### src/wdrs_map.vh
// Register offsets, field positions, reset values and timing counts of the watchdog and reset-source block.
`ifndef WDRS_MAP_VH
`define WDRS_MAP_VH
// ==========================================================================
// Register byte addresses (printed offsets are not all multiples of four).
`define WDRS_IDX_WDT_CTRL   8'hC1
`define WDRS_IDX_PWR_CTRL   8'h87
`define WDRS_IDX_FLASH_CTRL 8'hC7
`define WDRS_IDX_STATUS     8'hF0
`define WDRS_ADDR_WDT_CTRL   {`WDRS_IDX_WDT_CTRL, 2'b00}
`define WDRS_ADDR_PWR_CTRL   {`WDRS_IDX_PWR_CTRL, 2'b00}
`define WDRS_ADDR_FLASH_CTRL {`WDRS_IDX_FLASH_CTRL, 2'b00}
`define WDRS_ADDR_STATUS     {`WDRS_IDX_STATUS, 2'b00}
// ==========================================================================
// Field positions.
`define WDRS_WATCHDOG_RESET_FLAG_BIT    7
`define WDRS_WDT_EN_BIT      5
`define WDRS_WDT_CLR_BIT     4
`define WDRS_WDT_IDLE_BIT    3
`define WDRS_PWR_POF_BIT     4
`define WDRS_FL_BOOT_BIT     6
`define WDRS_FL_SOFTWARE_RESET_TRIGGER_BIT    5
`define WDRS_FL_CMD_WARM     8'h20
`define WDRS_FL_CMD_COLD     8'h60
// ==========================================================================
// Reset values.
`define WDRS_WDT_CTRL_RST    8'h00
`define WDRS_PWR_CTRL_RST    8'h10
`define WDRS_FLASH_CTRL_RST  8'h00
// ==========================================================================
// Timing.
`define WDRS_POR_CYCLES      32768
`define WDRS_EXTRA_DELAY_MS  200
`define WDRS_CLK_HZ          100000000
`define WDRS_EXTRA_CYCLES    ((`WDRS_EXTRA_DELAY_MS * (`WDRS_CLK_HZ / 1000)))
`define WDRS_WDT_PRE12       12
`define WDRS_CNT_BITS        15
`define WDRS_BOOT_WAIT_CYCLES 1000000
`endif

### src/wdrs_top.v
// Watchdog timer and reset-source logic with an APB register slave.
//
// Implementation choice: the APB interface to the registers.
`timescale 1ns/1ps
`include "wdrs_map.vh"

// Behaviour
// - After power returns, hold internal reset 32768 clocks, then release it.
// - Power-on reset sets the power-on flag; only software clears it.
// - Optional strap adds about 200 ms extra power-up reset delay.
// - Watchdog is an 8-bit prescaler feeding a 15-bit counter; overflow times out.
// - Writing 1 to the enable bit, bit 5, starts the watchdog.
// - Clearing the enable bit stops the watchdog counting.
// - Watchdog overflow generates an internal system reset.
// - Overflow sets the watchdog flag, bit 7; only software writing 0 or a power-on reset clears it.
// - Writing restart makes the watchdog recount; hardware clears the bit.
// - Idle-run bit 1 keeps counting in idle; 0 stops it in idle.
// - Prescale field n divides by two to the power n plus one.
// - Timeout equals 12 times prescale times 32768 clock periods.
// - Watchdog, reset pin or writing 20H restarts at the application area.
// - Power-on or writing 60H starts the boot monitor area.
// - Watchdog reset leaves internal data RAM untouched.
// - Strap option write-protects watchdog control except the restart bit.
// - Software reset trigger causes full system reset and self-clears.
// - Boot-select bit 6 picks the area after software reset: 1 boot, 0 application.
module wdrs_top #(
   parameter POR_CYCLES   = `WDRS_POR_CYCLES,
   parameter EXTRA_CYCLES = `WDRS_EXTRA_CYCLES,
   parameter SYSRST_LEN   = 4,
   parameter CNT_BITS     = `WDRS_CNT_BITS,
   parameter BOOT_WAIT_CYCLES = `WDRS_BOOT_WAIT_CYCLES
) (
   input  wire        sys_clk_i,
   input  wire        rst_i,
   input  wire        clk_en_i,
   input  wire        por_i,
   input  wire        pin_reset_i,
   input  wire        extra_delay_opt_i,
   input  wire        wdt_protect_opt_i,
   input  wire        idle_i,
   input  wire        boot_cmd_valid_i,
   input  wire        psel,
   input  wire        penable,
   input  wire        pwrite,
   input  wire [11:0] paddr,
   input  wire [31:0] pwdata,
   output reg  [31:0] prdata,
   output reg         pready,
   output reg         pslverr,
   output reg         sys_reset_o,
   output reg         ram_clear_o,
   output reg         boot_area_o,
   output reg         wdt_timeout_o
);

   // ==========================================================================
   // Reset sequencing.
   // The por_i level is the analog detector; rst_i resets this block only
   // on the very first power-up, so POR stretching restarts from por_i.
   localparam [1:0] ST_POR   = 2'd0;
   localparam [1:0] ST_EXTRA = 2'd1;
   localparam [1:0] ST_SYS   = 2'd2;
   localparam [1:0] ST_RUN   = 2'd3;

   // Delay terminal counts are held at 32 bits so every compare matches dly_r; DIV12_END is cut to 4 bits for div12_r.
   localparam [31:0] POR_END    = POR_CYCLES - 1;
   localparam [31:0] EXTRA_END  = EXTRA_CYCLES - 1;
   localparam [31:0] SYS_END    = SYSRST_LEN - 1;
   localparam [31:0] BOOT_END   = BOOT_WAIT_CYCLES - 1;
   localparam [31:0] DIV12_FULL = `WDRS_WDT_PRE12 - 1;
   localparam [3:0]  DIV12_END  = DIV12_FULL[3:0];
   localparam [11:0] ADDR_WDT   = {2'b00, `WDRS_ADDR_WDT_CTRL};
   localparam [11:0] ADDR_PWR   = {2'b00, `WDRS_ADDR_PWR_CTRL};
   localparam [11:0] ADDR_FL    = {2'b00, `WDRS_ADDR_FLASH_CTRL};
   localparam [11:0] ADDR_STAT  = {2'b00, `WDRS_ADDR_STATUS};

   reg  [1:0]  state_r;
   reg  [31:0] dly_r;
   reg         cold_r;
   reg  [7:0]  wdt_ctrl_r;
   reg         pof_r;
   reg  [7:0]  flash_ctrl_r;
   reg  [7:0]  pre_r;
   reg  [CNT_BITS-1:0] cnt_r;
   reg  [3:0]  div12_r;
   reg         wdt_ovf_r;
   reg         sw_rst_r;
   reg         boot_wait_r;
   reg         boot_sel_r;

   wire acc   = psel & penable;
   wire wr    = acc & pwrite;
   wire hit_w = (paddr == ADDR_WDT);
   wire hit_p = (paddr == ADDR_PWR);
   wire hit_f = (paddr == ADDR_FL);
   wire hit_s = (paddr == ADDR_STAT);
   wire mapped = hit_w | hit_p | hit_f | hit_s;
   wire [7:0] wb = pwdata[7:0];

   wire run    = (state_r == ST_RUN);
   wire cmd_wf = wr & hit_f & (wb == `WDRS_FL_CMD_WARM);
   wire cmd_cf = wr & hit_f & (wb == `WDRS_FL_CMD_COLD);
   wire software_reset_trigger  = wr & hit_f & wb[`WDRS_FL_SOFTWARE_RESET_TRIGGER_BIT];

   // ==========================================================================
   // Prescaler division 2^(ps+1): terminal mask of the 8-bit stage.
   // A table rather than a shift keeps the divide-by-256 case from wrapping.
   reg  [7:0] pre_mask;
   always @* begin
      case (wdt_ctrl_r[2:0])
         3'h0:    pre_mask = 8'h01;
         3'h1:    pre_mask = 8'h03;
         3'h2:    pre_mask = 8'h07;
         3'h3:    pre_mask = 8'h0F;
         3'h4:    pre_mask = 8'h1F;
         3'h5:    pre_mask = 8'h3F;
         3'h6:    pre_mask = 8'h7F;
         3'h7:    pre_mask = 8'hFF;
         default: pre_mask = 8'hFF;
      endcase
   end

   wire counting = run & wdt_ctrl_r[`WDRS_WDT_EN_BIT]
                   & (~idle_i | wdt_ctrl_r[`WDRS_WDT_IDLE_BIT]);
   wire tick12 = counting & (div12_r == DIV12_END);
   wire pre_end = tick12 & ((pre_r & pre_mask) == pre_mask);
   wire overflow = pre_end & (cnt_r == {CNT_BITS{1'b1}});
   wire restart = wr & hit_w & wb[`WDRS_WDT_CLR_BIT];

   // ==========================================================================
   // Sequencer and reset outputs.
   always @(posedge sys_clk_i) begin
      if (rst_i | por_i) begin
         state_r     <= ST_POR;
         dly_r       <= 32'h00000000;
         cold_r      <= 1'b1;
         sys_reset_o <= 1'b1;
         ram_clear_o <= 1'b1;
         boot_area_o <= 1'b1;
         boot_sel_r  <= 1'b1;
         boot_wait_r <= 1'b0;
         wdt_timeout_o <= 1'b0;
      end else if (clk_en_i) begin
         wdt_timeout_o <= overflow;
         case (state_r)
            ST_POR: begin
               if (dly_r == POR_END) begin
                  dly_r   <= 32'h00000000;
                  state_r <= extra_delay_opt_i ? ST_EXTRA : ST_SYS;
               end else begin
                  dly_r <= dly_r + 32'h00000001;
               end
            end
            ST_EXTRA: begin
               if (dly_r == EXTRA_END) begin
                  dly_r   <= 32'h00000000;
                  state_r <= ST_SYS;
               end else begin
                  dly_r <= dly_r + 32'h00000001;
               end
            end
            ST_SYS: begin
               if (dly_r == SYS_END) begin
                  dly_r       <= 32'h00000000;
                  state_r     <= ST_RUN;
                  sys_reset_o <= 1'b0;
                  ram_clear_o <= 1'b0;
                  boot_area_o <= boot_sel_r;
                  boot_wait_r <= boot_sel_r;
                  cold_r      <= 1'b0;
               end else begin
                  dly_r <= dly_r + 32'h00000001;
               end
            end
            ST_RUN: begin
               if (overflow | pin_reset_i | cmd_wf) begin
                  state_r     <= ST_SYS;
                  sys_reset_o <= 1'b1;
                  boot_sel_r  <= 1'b0;
                  dly_r       <= 32'h00000000;
               end else if (cmd_cf | software_reset_trigger) begin
                  state_r     <= ST_SYS;
                  sys_reset_o <= 1'b1;
                  boot_sel_r  <= wb[`WDRS_FL_BOOT_BIT];
                  dly_r       <= 32'h00000000;
               end else if (boot_wait_r & boot_cmd_valid_i) begin
                  boot_wait_r <= 1'b0;
                  dly_r       <= 32'h00000000;
               end else if (boot_wait_r & (dly_r == BOOT_END)) begin
                  // No valid command reached the monitor, so fall back to the application.
                  state_r     <= ST_SYS;
                  sys_reset_o <= 1'b1;
                  boot_sel_r  <= 1'b0;
                  dly_r       <= 32'h00000000;
               end else if (boot_wait_r) begin
                  dly_r <= dly_r + 32'h00000001;
               end
               // RAM keeps its contents on every warm restart.
               ram_clear_o <= 1'b0;
            end
            default: state_r <= ST_POR;
         endcase
      end
   end

   // ==========================================================================
   // Watchdog counter.
   always @(posedge sys_clk_i) begin
      if (rst_i | por_i) begin
         pre_r   <= 8'h00;
         cnt_r   <= {CNT_BITS{1'b0}};
         div12_r <= 4'h0;
      end else if (clk_en_i) begin
         if (restart | ~run) begin
            pre_r   <= 8'h00;
            cnt_r   <= {CNT_BITS{1'b0}};
            div12_r <= 4'h0;
         end else if (counting) begin
            div12_r <= tick12 ? 4'h0 : div12_r + 4'h1;
            if (tick12) begin
               pre_r <= pre_end ? 8'h00 : pre_r + 8'h01;
               if (pre_end) begin
                  cnt_r <= cnt_r + {{(CNT_BITS-1){1'b0}}, 1'b1};
               end
            end
         end
      end
   end

   // ==========================================================================
   // Registers. The watchdog flag and power-on flag survive warm resets.
   always @(posedge sys_clk_i) begin
      if (rst_i | por_i) begin
         wdt_ctrl_r   <= `WDRS_WDT_CTRL_RST;
         pof_r        <= 1'b1;
         flash_ctrl_r <= `WDRS_FLASH_CTRL_RST;
         sw_rst_r     <= 1'b0;
      end else if (clk_en_i) begin
         sw_rst_r <= software_reset_trigger;
         if (state_r == ST_SYS) begin
            wdt_ctrl_r[6:0] <= 7'h00;
            flash_ctrl_r[5:0] <= 6'h00;
         end else begin
            if (wr & hit_w & ~wdt_protect_opt_i) begin
               wdt_ctrl_r[6:0] <= {1'b0, wb[5], 1'b0, wb[3:0]};
               if (~wb[`WDRS_WATCHDOG_RESET_FLAG_BIT]) begin
                  wdt_ctrl_r[7] <= 1'b0;
               end
            end
            if (wr & hit_p & ~wb[`WDRS_PWR_POF_BIT]) begin
               pof_r <= 1'b0;
            end
            if (wr & hit_f) begin
               flash_ctrl_r <= {wb[7:6], 1'b0, wb[4:0]};
            end
         end
         if (overflow) begin
            wdt_ctrl_r[7] <= 1'b1;
         end
      end
   end

   // ==========================================================================
   // Read multiplexer; every register is one byte, upper bits read zero.
   reg  [7:0] rd_byte;
   always @* begin
      rd_byte = 8'h00;
      if (hit_w) begin
         rd_byte = wdt_ctrl_r;
      end
      if (hit_p) begin
         rd_byte = {3'b000, pof_r, 4'h0};
      end
      if (hit_f) begin
         rd_byte = flash_ctrl_r;
      end
      if (hit_s) begin
         rd_byte = {5'h00, boot_wait_r, cold_r, boot_sel_r};
      end
   end

   // ==========================================================================
   // APB slave, zero wait states.
   always @(posedge sys_clk_i) begin
      if (rst_i) begin
         prdata  <= 32'h00000000;
         pready  <= 1'b0;
         pslverr <= 1'b0;
      end else if (clk_en_i) begin
         pready  <= psel & ~penable;
         pslverr <= psel & ~penable & ~mapped;
         if (psel & ~penable & ~pwrite) begin
            prdata <= {24'h000000, rd_byte};
         end
      end
   end

endmodule

### config.mk
export PLATFORM = sky130hd
export DESIGN_NAME = wdrs_top
export DESIGN_NICKNAME = d
export VERILOG_FILES = /design/src/wdrs_top.v
export VERILOG_INCLUDE_DIRS = /design/src
export SDC_FILE = /design/constraint.sdc
export NUM_CORES = 1
export LEC_CHECK = 0
export ABC_AREA = 0
export ABC_CLOCK_PERIOD_IN_PS = 8500
export BUFFER_PORTS_ARGS = -buffer_cell sky130_fd_sc_hd__buf_2
export CAP_MARGIN = 0
export CORE_MARGIN = 1
export CORE_UTILIZATION = 46
export DETAILED_ROUTE_END_ITERATION = 16
export GPL_ROUTABILITY_DRIVEN = 1
export PLACE_DENSITY_LB_ADDON = 0.12
export SLEW_MARGIN = 15
export SYNTH_ARGS = -nofsm -noshare
export SYNTH_HDL_FRONTEND = slang
export SYNTH_SLANG_ARGS = --single-unit
### constraint.sdc
create_clock -name sys_clk_i -period 8.5 [get_ports sys_clk_i]
set_clock_uncertainty 0.15 [all_clocks]
set_input_delay 2.55 -clock sys_clk_i [delete_from_list [all_inputs] [get_ports sys_clk_i]]
set_output_delay 2.55 -clock sys_clk_i [all_outputs]
set_load 0.02 [all_outputs]
[Word-level counts from Yosys, hierarchy flattened]
Memories as Yosys holds them, arrays and structs flattened. A register that Yosys moved wholly into a read port is not among the register bits.
Cells that the tools add are included.
Cells by class
  add/subtract/negate cells: 4
  multipliers: 0
  divide/modulo/power cells: 0
  magnitude comparators: 0
  equality and inequality tests: 28
  shift-type cells: 0
  muxes and demuxes: 58
  bitwise operators: 39
  reduce and logical (&&, ||, !) cells: 25
Operator list (number)
  32-bit 2-to-1 mux: 8
  32-bit case mux with 4 select lines: 1
  8-bit 2-to-1 mux: 9
  15-bit 2-to-1 mux: 4
  12-bit by 10-bit equality test with 1-bit output (second input constant): 4
  32-bit by 1-bit adder with 32-bit output (second input constant): 1
  32-bit by 15-bit equality test with 1-bit output (second input constant): 1
  32-bit by 2-bit equality test with 1-bit output (second input constant): 1
  32-bit by 20-bit equality test with 1-bit output (second input constant): 1
  32-bit by 25-bit equality test with 1-bit output (second input constant): 1
  1-bit AND: 21
  1-bit 2-to-1 mux: 16
  2-bit 2-to-1 mux: 8
  15-bit by 1-bit adder with 15-bit output (second input constant): 1
  15-bit equality test (second input constant): 1
  3-bit AND reduction: 5
  2-bit nonzero test: 7
  4-bit 2-to-1 mux: 3
  6-bit 2-to-1 mux: 2
  2-bit != test (second input constant): 6
  4-bit AND reduction: 3
  6-bit AND reduction: 2
  2-bit AND reduction: 5
  1-bit OR: 9
  other kinds (22): 34
Storage, ports and cells
  flip-flop bits (word level): 95
  latch bits: 0
  memory bits (writable): 0
  ROM bits: 56
  bits of input ports: 56
  output and inout bits: 38
  logic and storage cells: 175
  memories kept: 1
Memories
  (name not given): depth 8, bits a word 7, rd ports 1, clocked after Yosys merged registers in 1, write ports 0, RTL line wdrs_top.v:110  | case (wdt_ctrl_r[2:0])

[Longest topological paths before layout]
  depth in word-level cells: 10
  mapped depth: 10

[Worst setup path before layout]
Ideal clock, no wire load.
  path type: input -> register
  from: input port paddr[1]
  to: register dly_r[0]
  setup time: 0.117 ns
  arrival time: 4.576 ns
  setup slack: 3.656 ns
  cell stages on the path: 8
  cell sequence: or4_1 > nor4_2 > and2_1 > a221o_1 > nor4_1 > o31ai_4 > buf_2 > nor2_1
Between the ends
  word-level cells in the longest chain between the ends: 7
Ends and longest elaborated chain
  start: declaration: RTL line wdrs_top.v:45  | input wire [11:0] paddr,
  12-bit by 10-bit equality test with 1-bit output (*): RTL line wdrs_top.v:95  | wire hit_f = (paddr == ADDR_FL);
  1-bit AND (*): RTL line wdrs_top.v:101, wdrs_top.v:102, wdrs_top.v:103
  1-bit AND, on equally long branches: RTL line wdrs_top.v:102, wdrs_top.v:103
  1-bit OR: RTL line wdrs_top.v:181  | end else if (cmd_cf | software_reset_trigger) begin
  32-bit 2-to-1 mux: RTL line wdrs_top.v:181
  32-bit 2-to-1 mux: RTL line wdrs_top.v:176  | if (overflow | pin_reset_i | cmd_wf) begin
  32-bit case mux with 4 select lines: RTL line wdrs_top.v:145  | case (state_r)
  end signal: assignment: RTL line wdrs_top.v:151  | dly_r <= dly_r + 32'h00000001;
  end signal: assignment: RTL line wdrs_top.v:159  | dly_r <= dly_r + 32'h00000001;
  end signal: assignment: RTL line wdrs_top.v:172  | dly_r <= dly_r + 32'h00000001;
  end: declaration: RTL line wdrs_top.v:78  | reg [31:0] dly_r;
Mark *: on every way between the ends. The rest lies on a longest branch, timed or not.
A chain may end at the register's enable or synchronous reset.

[Final worst setup path]
  from: input port paddr[1]
  to: register pre_r[7]
Between the ends
  word-level cells in the longest chain between the ends: 6
Ends and longest elaborated chain
  12-bit by 10-bit equality test with 1-bit output (*): RTL line wdrs_top.v:93  | wire hit_w = (paddr == ADDR_WDT);
  1-bit AND (*) (2 in a row): RTL line wdrs_top.v:128  | wire restart = wr & hit_w & wb[`WDRS_WDT_CLR_BIT];
  1-bit OR (*): RTL line wdrs_top.v:214  | if (restart | ~run) begin
  2-bit nonzero test (no line)
  3-bit AND reduction (no line)
  end signal: assignment: RTL line wdrs_top.v:221  | pre_r <= pre_end ? 8'h00 : pre_r + 8'h01;
  end: declaration: RTL line wdrs_top.v:83  | reg [7:0] pre_r;
Marks and branches as above.

==> results.py <==
metrics = {
    "run_status": {
        "outcome": "finished, final reports clean",
    },
    "synth": {
        "synth_top_flop_cell": "dfxtp_1",
        "yosysWarnings": 0,
        "synth_commonest_cells": "dfxtp_1 (99), nor2_1 (72), nand2_1 (41)",
        "ys_seq_elements": 99,
        "synthCells": 593,
        "synth_edf_count": 0,
        "ys_seq_area_frac": 0.403,
        "synth_cell_types": 55,
        "syn_area_sq_um": 4920,
        "yosysMostFrequentCell": "dfxtp_1",
        "synth.largest_area_cell": "dfxtp_1",
        "ys_async_sr_fraction": 0,
        "synth_top_area_share": 0.403,
        "yosys-top-cells-area": "dfxtp_1 (40%), nor2_1 (5.5%), xor2_1 (5.3%)",
        "synth.avg_cell_area_sq_um": 8.29,
    },
    "cts": {
        "cts_hold_buf": 0,
        "cts_setup_buffers": 0,
        "cts-root-buf": "clkbuf_8",
        "clkSinkCount": 99,
        "cts_inserted_buffers": 9,
        "cts_resized": 0,
        "htreeDepth": 3,
        "insertion_delay_ns": 0.38,
        "path_clk_slew_ns": 0.09,
        "cts_tree": "done",
        "clock_path_buffers": 2,
    },
    "setup_path": {
        "cp-start-kind": "input pin",
        "path_max_fanout": 16,
        "critPathRequiredTime_ns": 8.61,
        "path_class": "in -> reg",
        "cp.arrival_ns": 5.27,
        "end_kind": "register",
    },
    "layout": {
        "nets": 691,
        "antenna_cells": 0,
        "drive_gt1_frac": 0.113,
        "nFillCells": 994,
        "syn_to_final_growth_pct": 9.54,
    },
    "route": {
        "vias_per_cell": 5.62,
        "antenna_left": 0,
        "routedWlPerCell_um": 14.9,
        "dr.pass1.iters": 4,
        "finalWirelength_mm": 11.5,
        "drt_iter0_markers": 181,
        "num_vias": 4336,
        "remaining_drc_errors": 0,
    },
    "power_and_ir_drop": {
        "p_per_area_nw_per_um2": 159,
        "power_mw": 0.859,
        "irDropWorstVdd_mv": 0.115,
        "p_leak_nw": 1.99,
    },
    "placed_design": {
        "io_buffers": 45,
        "gp_congestion": 0.845,
        "place_hpwl_mm": 8.26,
    },
    "grt": {
        "grt_first_pass_wirelength_mm": 19.3,
        "grt_usage": 0.217,
        "grt_overflow": 0,
        "grt_pass1_vias": 4147,
        "grt_max_degree": 33,
        "antenna_found_initial": 0,
    },
    "die": {
        "initial_utilization": 0.476,
        "die_h_um": 105,
        "num_rows": 37,
        "die_x_um": 105,
        "core_sq_um": 10300,
        "pin_count": 94,
        "die-area_sq_um": 11100,
    },
    "timing": {
        "layout_worst_path_cycle_share": 0.607,
        "worst_pin_slew_ns": 1.16,
        "finalCriticalPeriod_ns": 5.16,
        "drv_slew": 0,
        "hold_viol_final": 0,
        "rsz0062_at_grt": "no",
        "fmax_ghz": 0.194,
        "setup_viol": 0,
        "slew-limit-headroom": 0.225,
        "tns_ns": 0,
    },
    "flow_run": {
        "cap_viol_max_count": 0,
    },
    "min_path": {
        "hold_path_class": "reg -> reg",
    },
}
-- final timing paths --
path         slack [ns]          end         from  cells past startpoint
max                3.34     pre_r[7]     paddr[1]                      7
min                0.30  ram_clear_o  ram_clear_o                      2
max reg2reg        4.99    dly_r[30]   state_r[0]                      7
min reg2reg        0.30  ram_clear_o  ram_clear_o                      2
-- state kept, by name (all words and copies together), names as in the netlist, 2 cells and up --
name,count
pre_mask,7
prdata,8
flash_ctrl_r,7
state_r,2
div12_r,4
dly_r,32
cnt_r,15
pre_r,8
wdt_ctrl_r,6
-- worst max-delay path, cell delays in order --
cell and delay [ns]:
buf_2 0.11, nor4_1 0.34, and4_1 0.48, a31oi_1 0.32, a21oi_1 0.99, nand2b_1 0.38, nor2b_1 0.09
-- cell families after synthesis --
| logic type | share of synthesized area |
|---|---|
| buffers and inverters | 0.0700 |
| xor gates and xnor gates | 0.0588 |
| DFF | 0.403 |
| muxes | 0.0122 |
| adders and majority gates | 0.0102 |
| AOI/OAI and AO/OA | 0.139 |
| other | 0.000763 |
| and+or+nand+nor | 0.306 |
-- layer usage --
layer | GRT usage | vias up | share of wire
met2 | 0.362 | 107 | 0.47
met4 | 0.0724 | 0 | 0.018
met5 | 0 | - | 0
met1 | 0.271 | 2049 | 0.46
li1 | - | 2165 | -
met3 | 0.0563 | 15 | 0.050
-- report_power, final --
part / switching (mW) / leakage, nW / internal [mW] / total [mW]
Clock: 0.171 / 0.110 / 0.176 / 0.346
Combinational: 0.0341 / 1.08 / 0.0122 / 0.0464
Sequential: 0.00105 / 0.798 / 0.465 / 0.466
Total: 0.206 / 1.99 / 0.653 / 0.859
-- cell usage in the layout (no fill, tap or decap), types with 22 or more instances in the layout --
master and instances:
buf_2 45, nand3_1 29, xor2_1 30, conb_1 24, o21ai_0 23, nor2_1 72
nand2_1 41, or3_1 22, a21oi_1 35, dfxtp_1 99
-- area by class of cell --
class	instances	area (sq um)	share of cell area
clock buffer	11	141	0.0263
tap	136	170	0.0316
timing repair buffer	49	255	0.0474
multi-input combinational	452	2680	0.497
clock inverter	5	85.1	0.0158
sequential	99	1980	0.368
inverter	20	75.1	0.0139
-- metrics by stage --
step | area [sq um] | util | hold WS, ns | worst slack [ns] | std cells
floorplan | 5000 | - | 0.278 | 3.66 | 616
global placement | 5160 | 0.500 | 0.289 | 3.00 | 756
detailed placement | 5160 | 0.500 | 0.290 | 2.95 | 756
CTS | 5390 | 0.522 | 0.306 | 3.36 | 772
global route | 5390 | 0.522 | 0.321 | 3.09 | 772
finish | 5390 | 0.522 | 0.301 | 3.34 | 772
(Power assumes the default switching activity.)
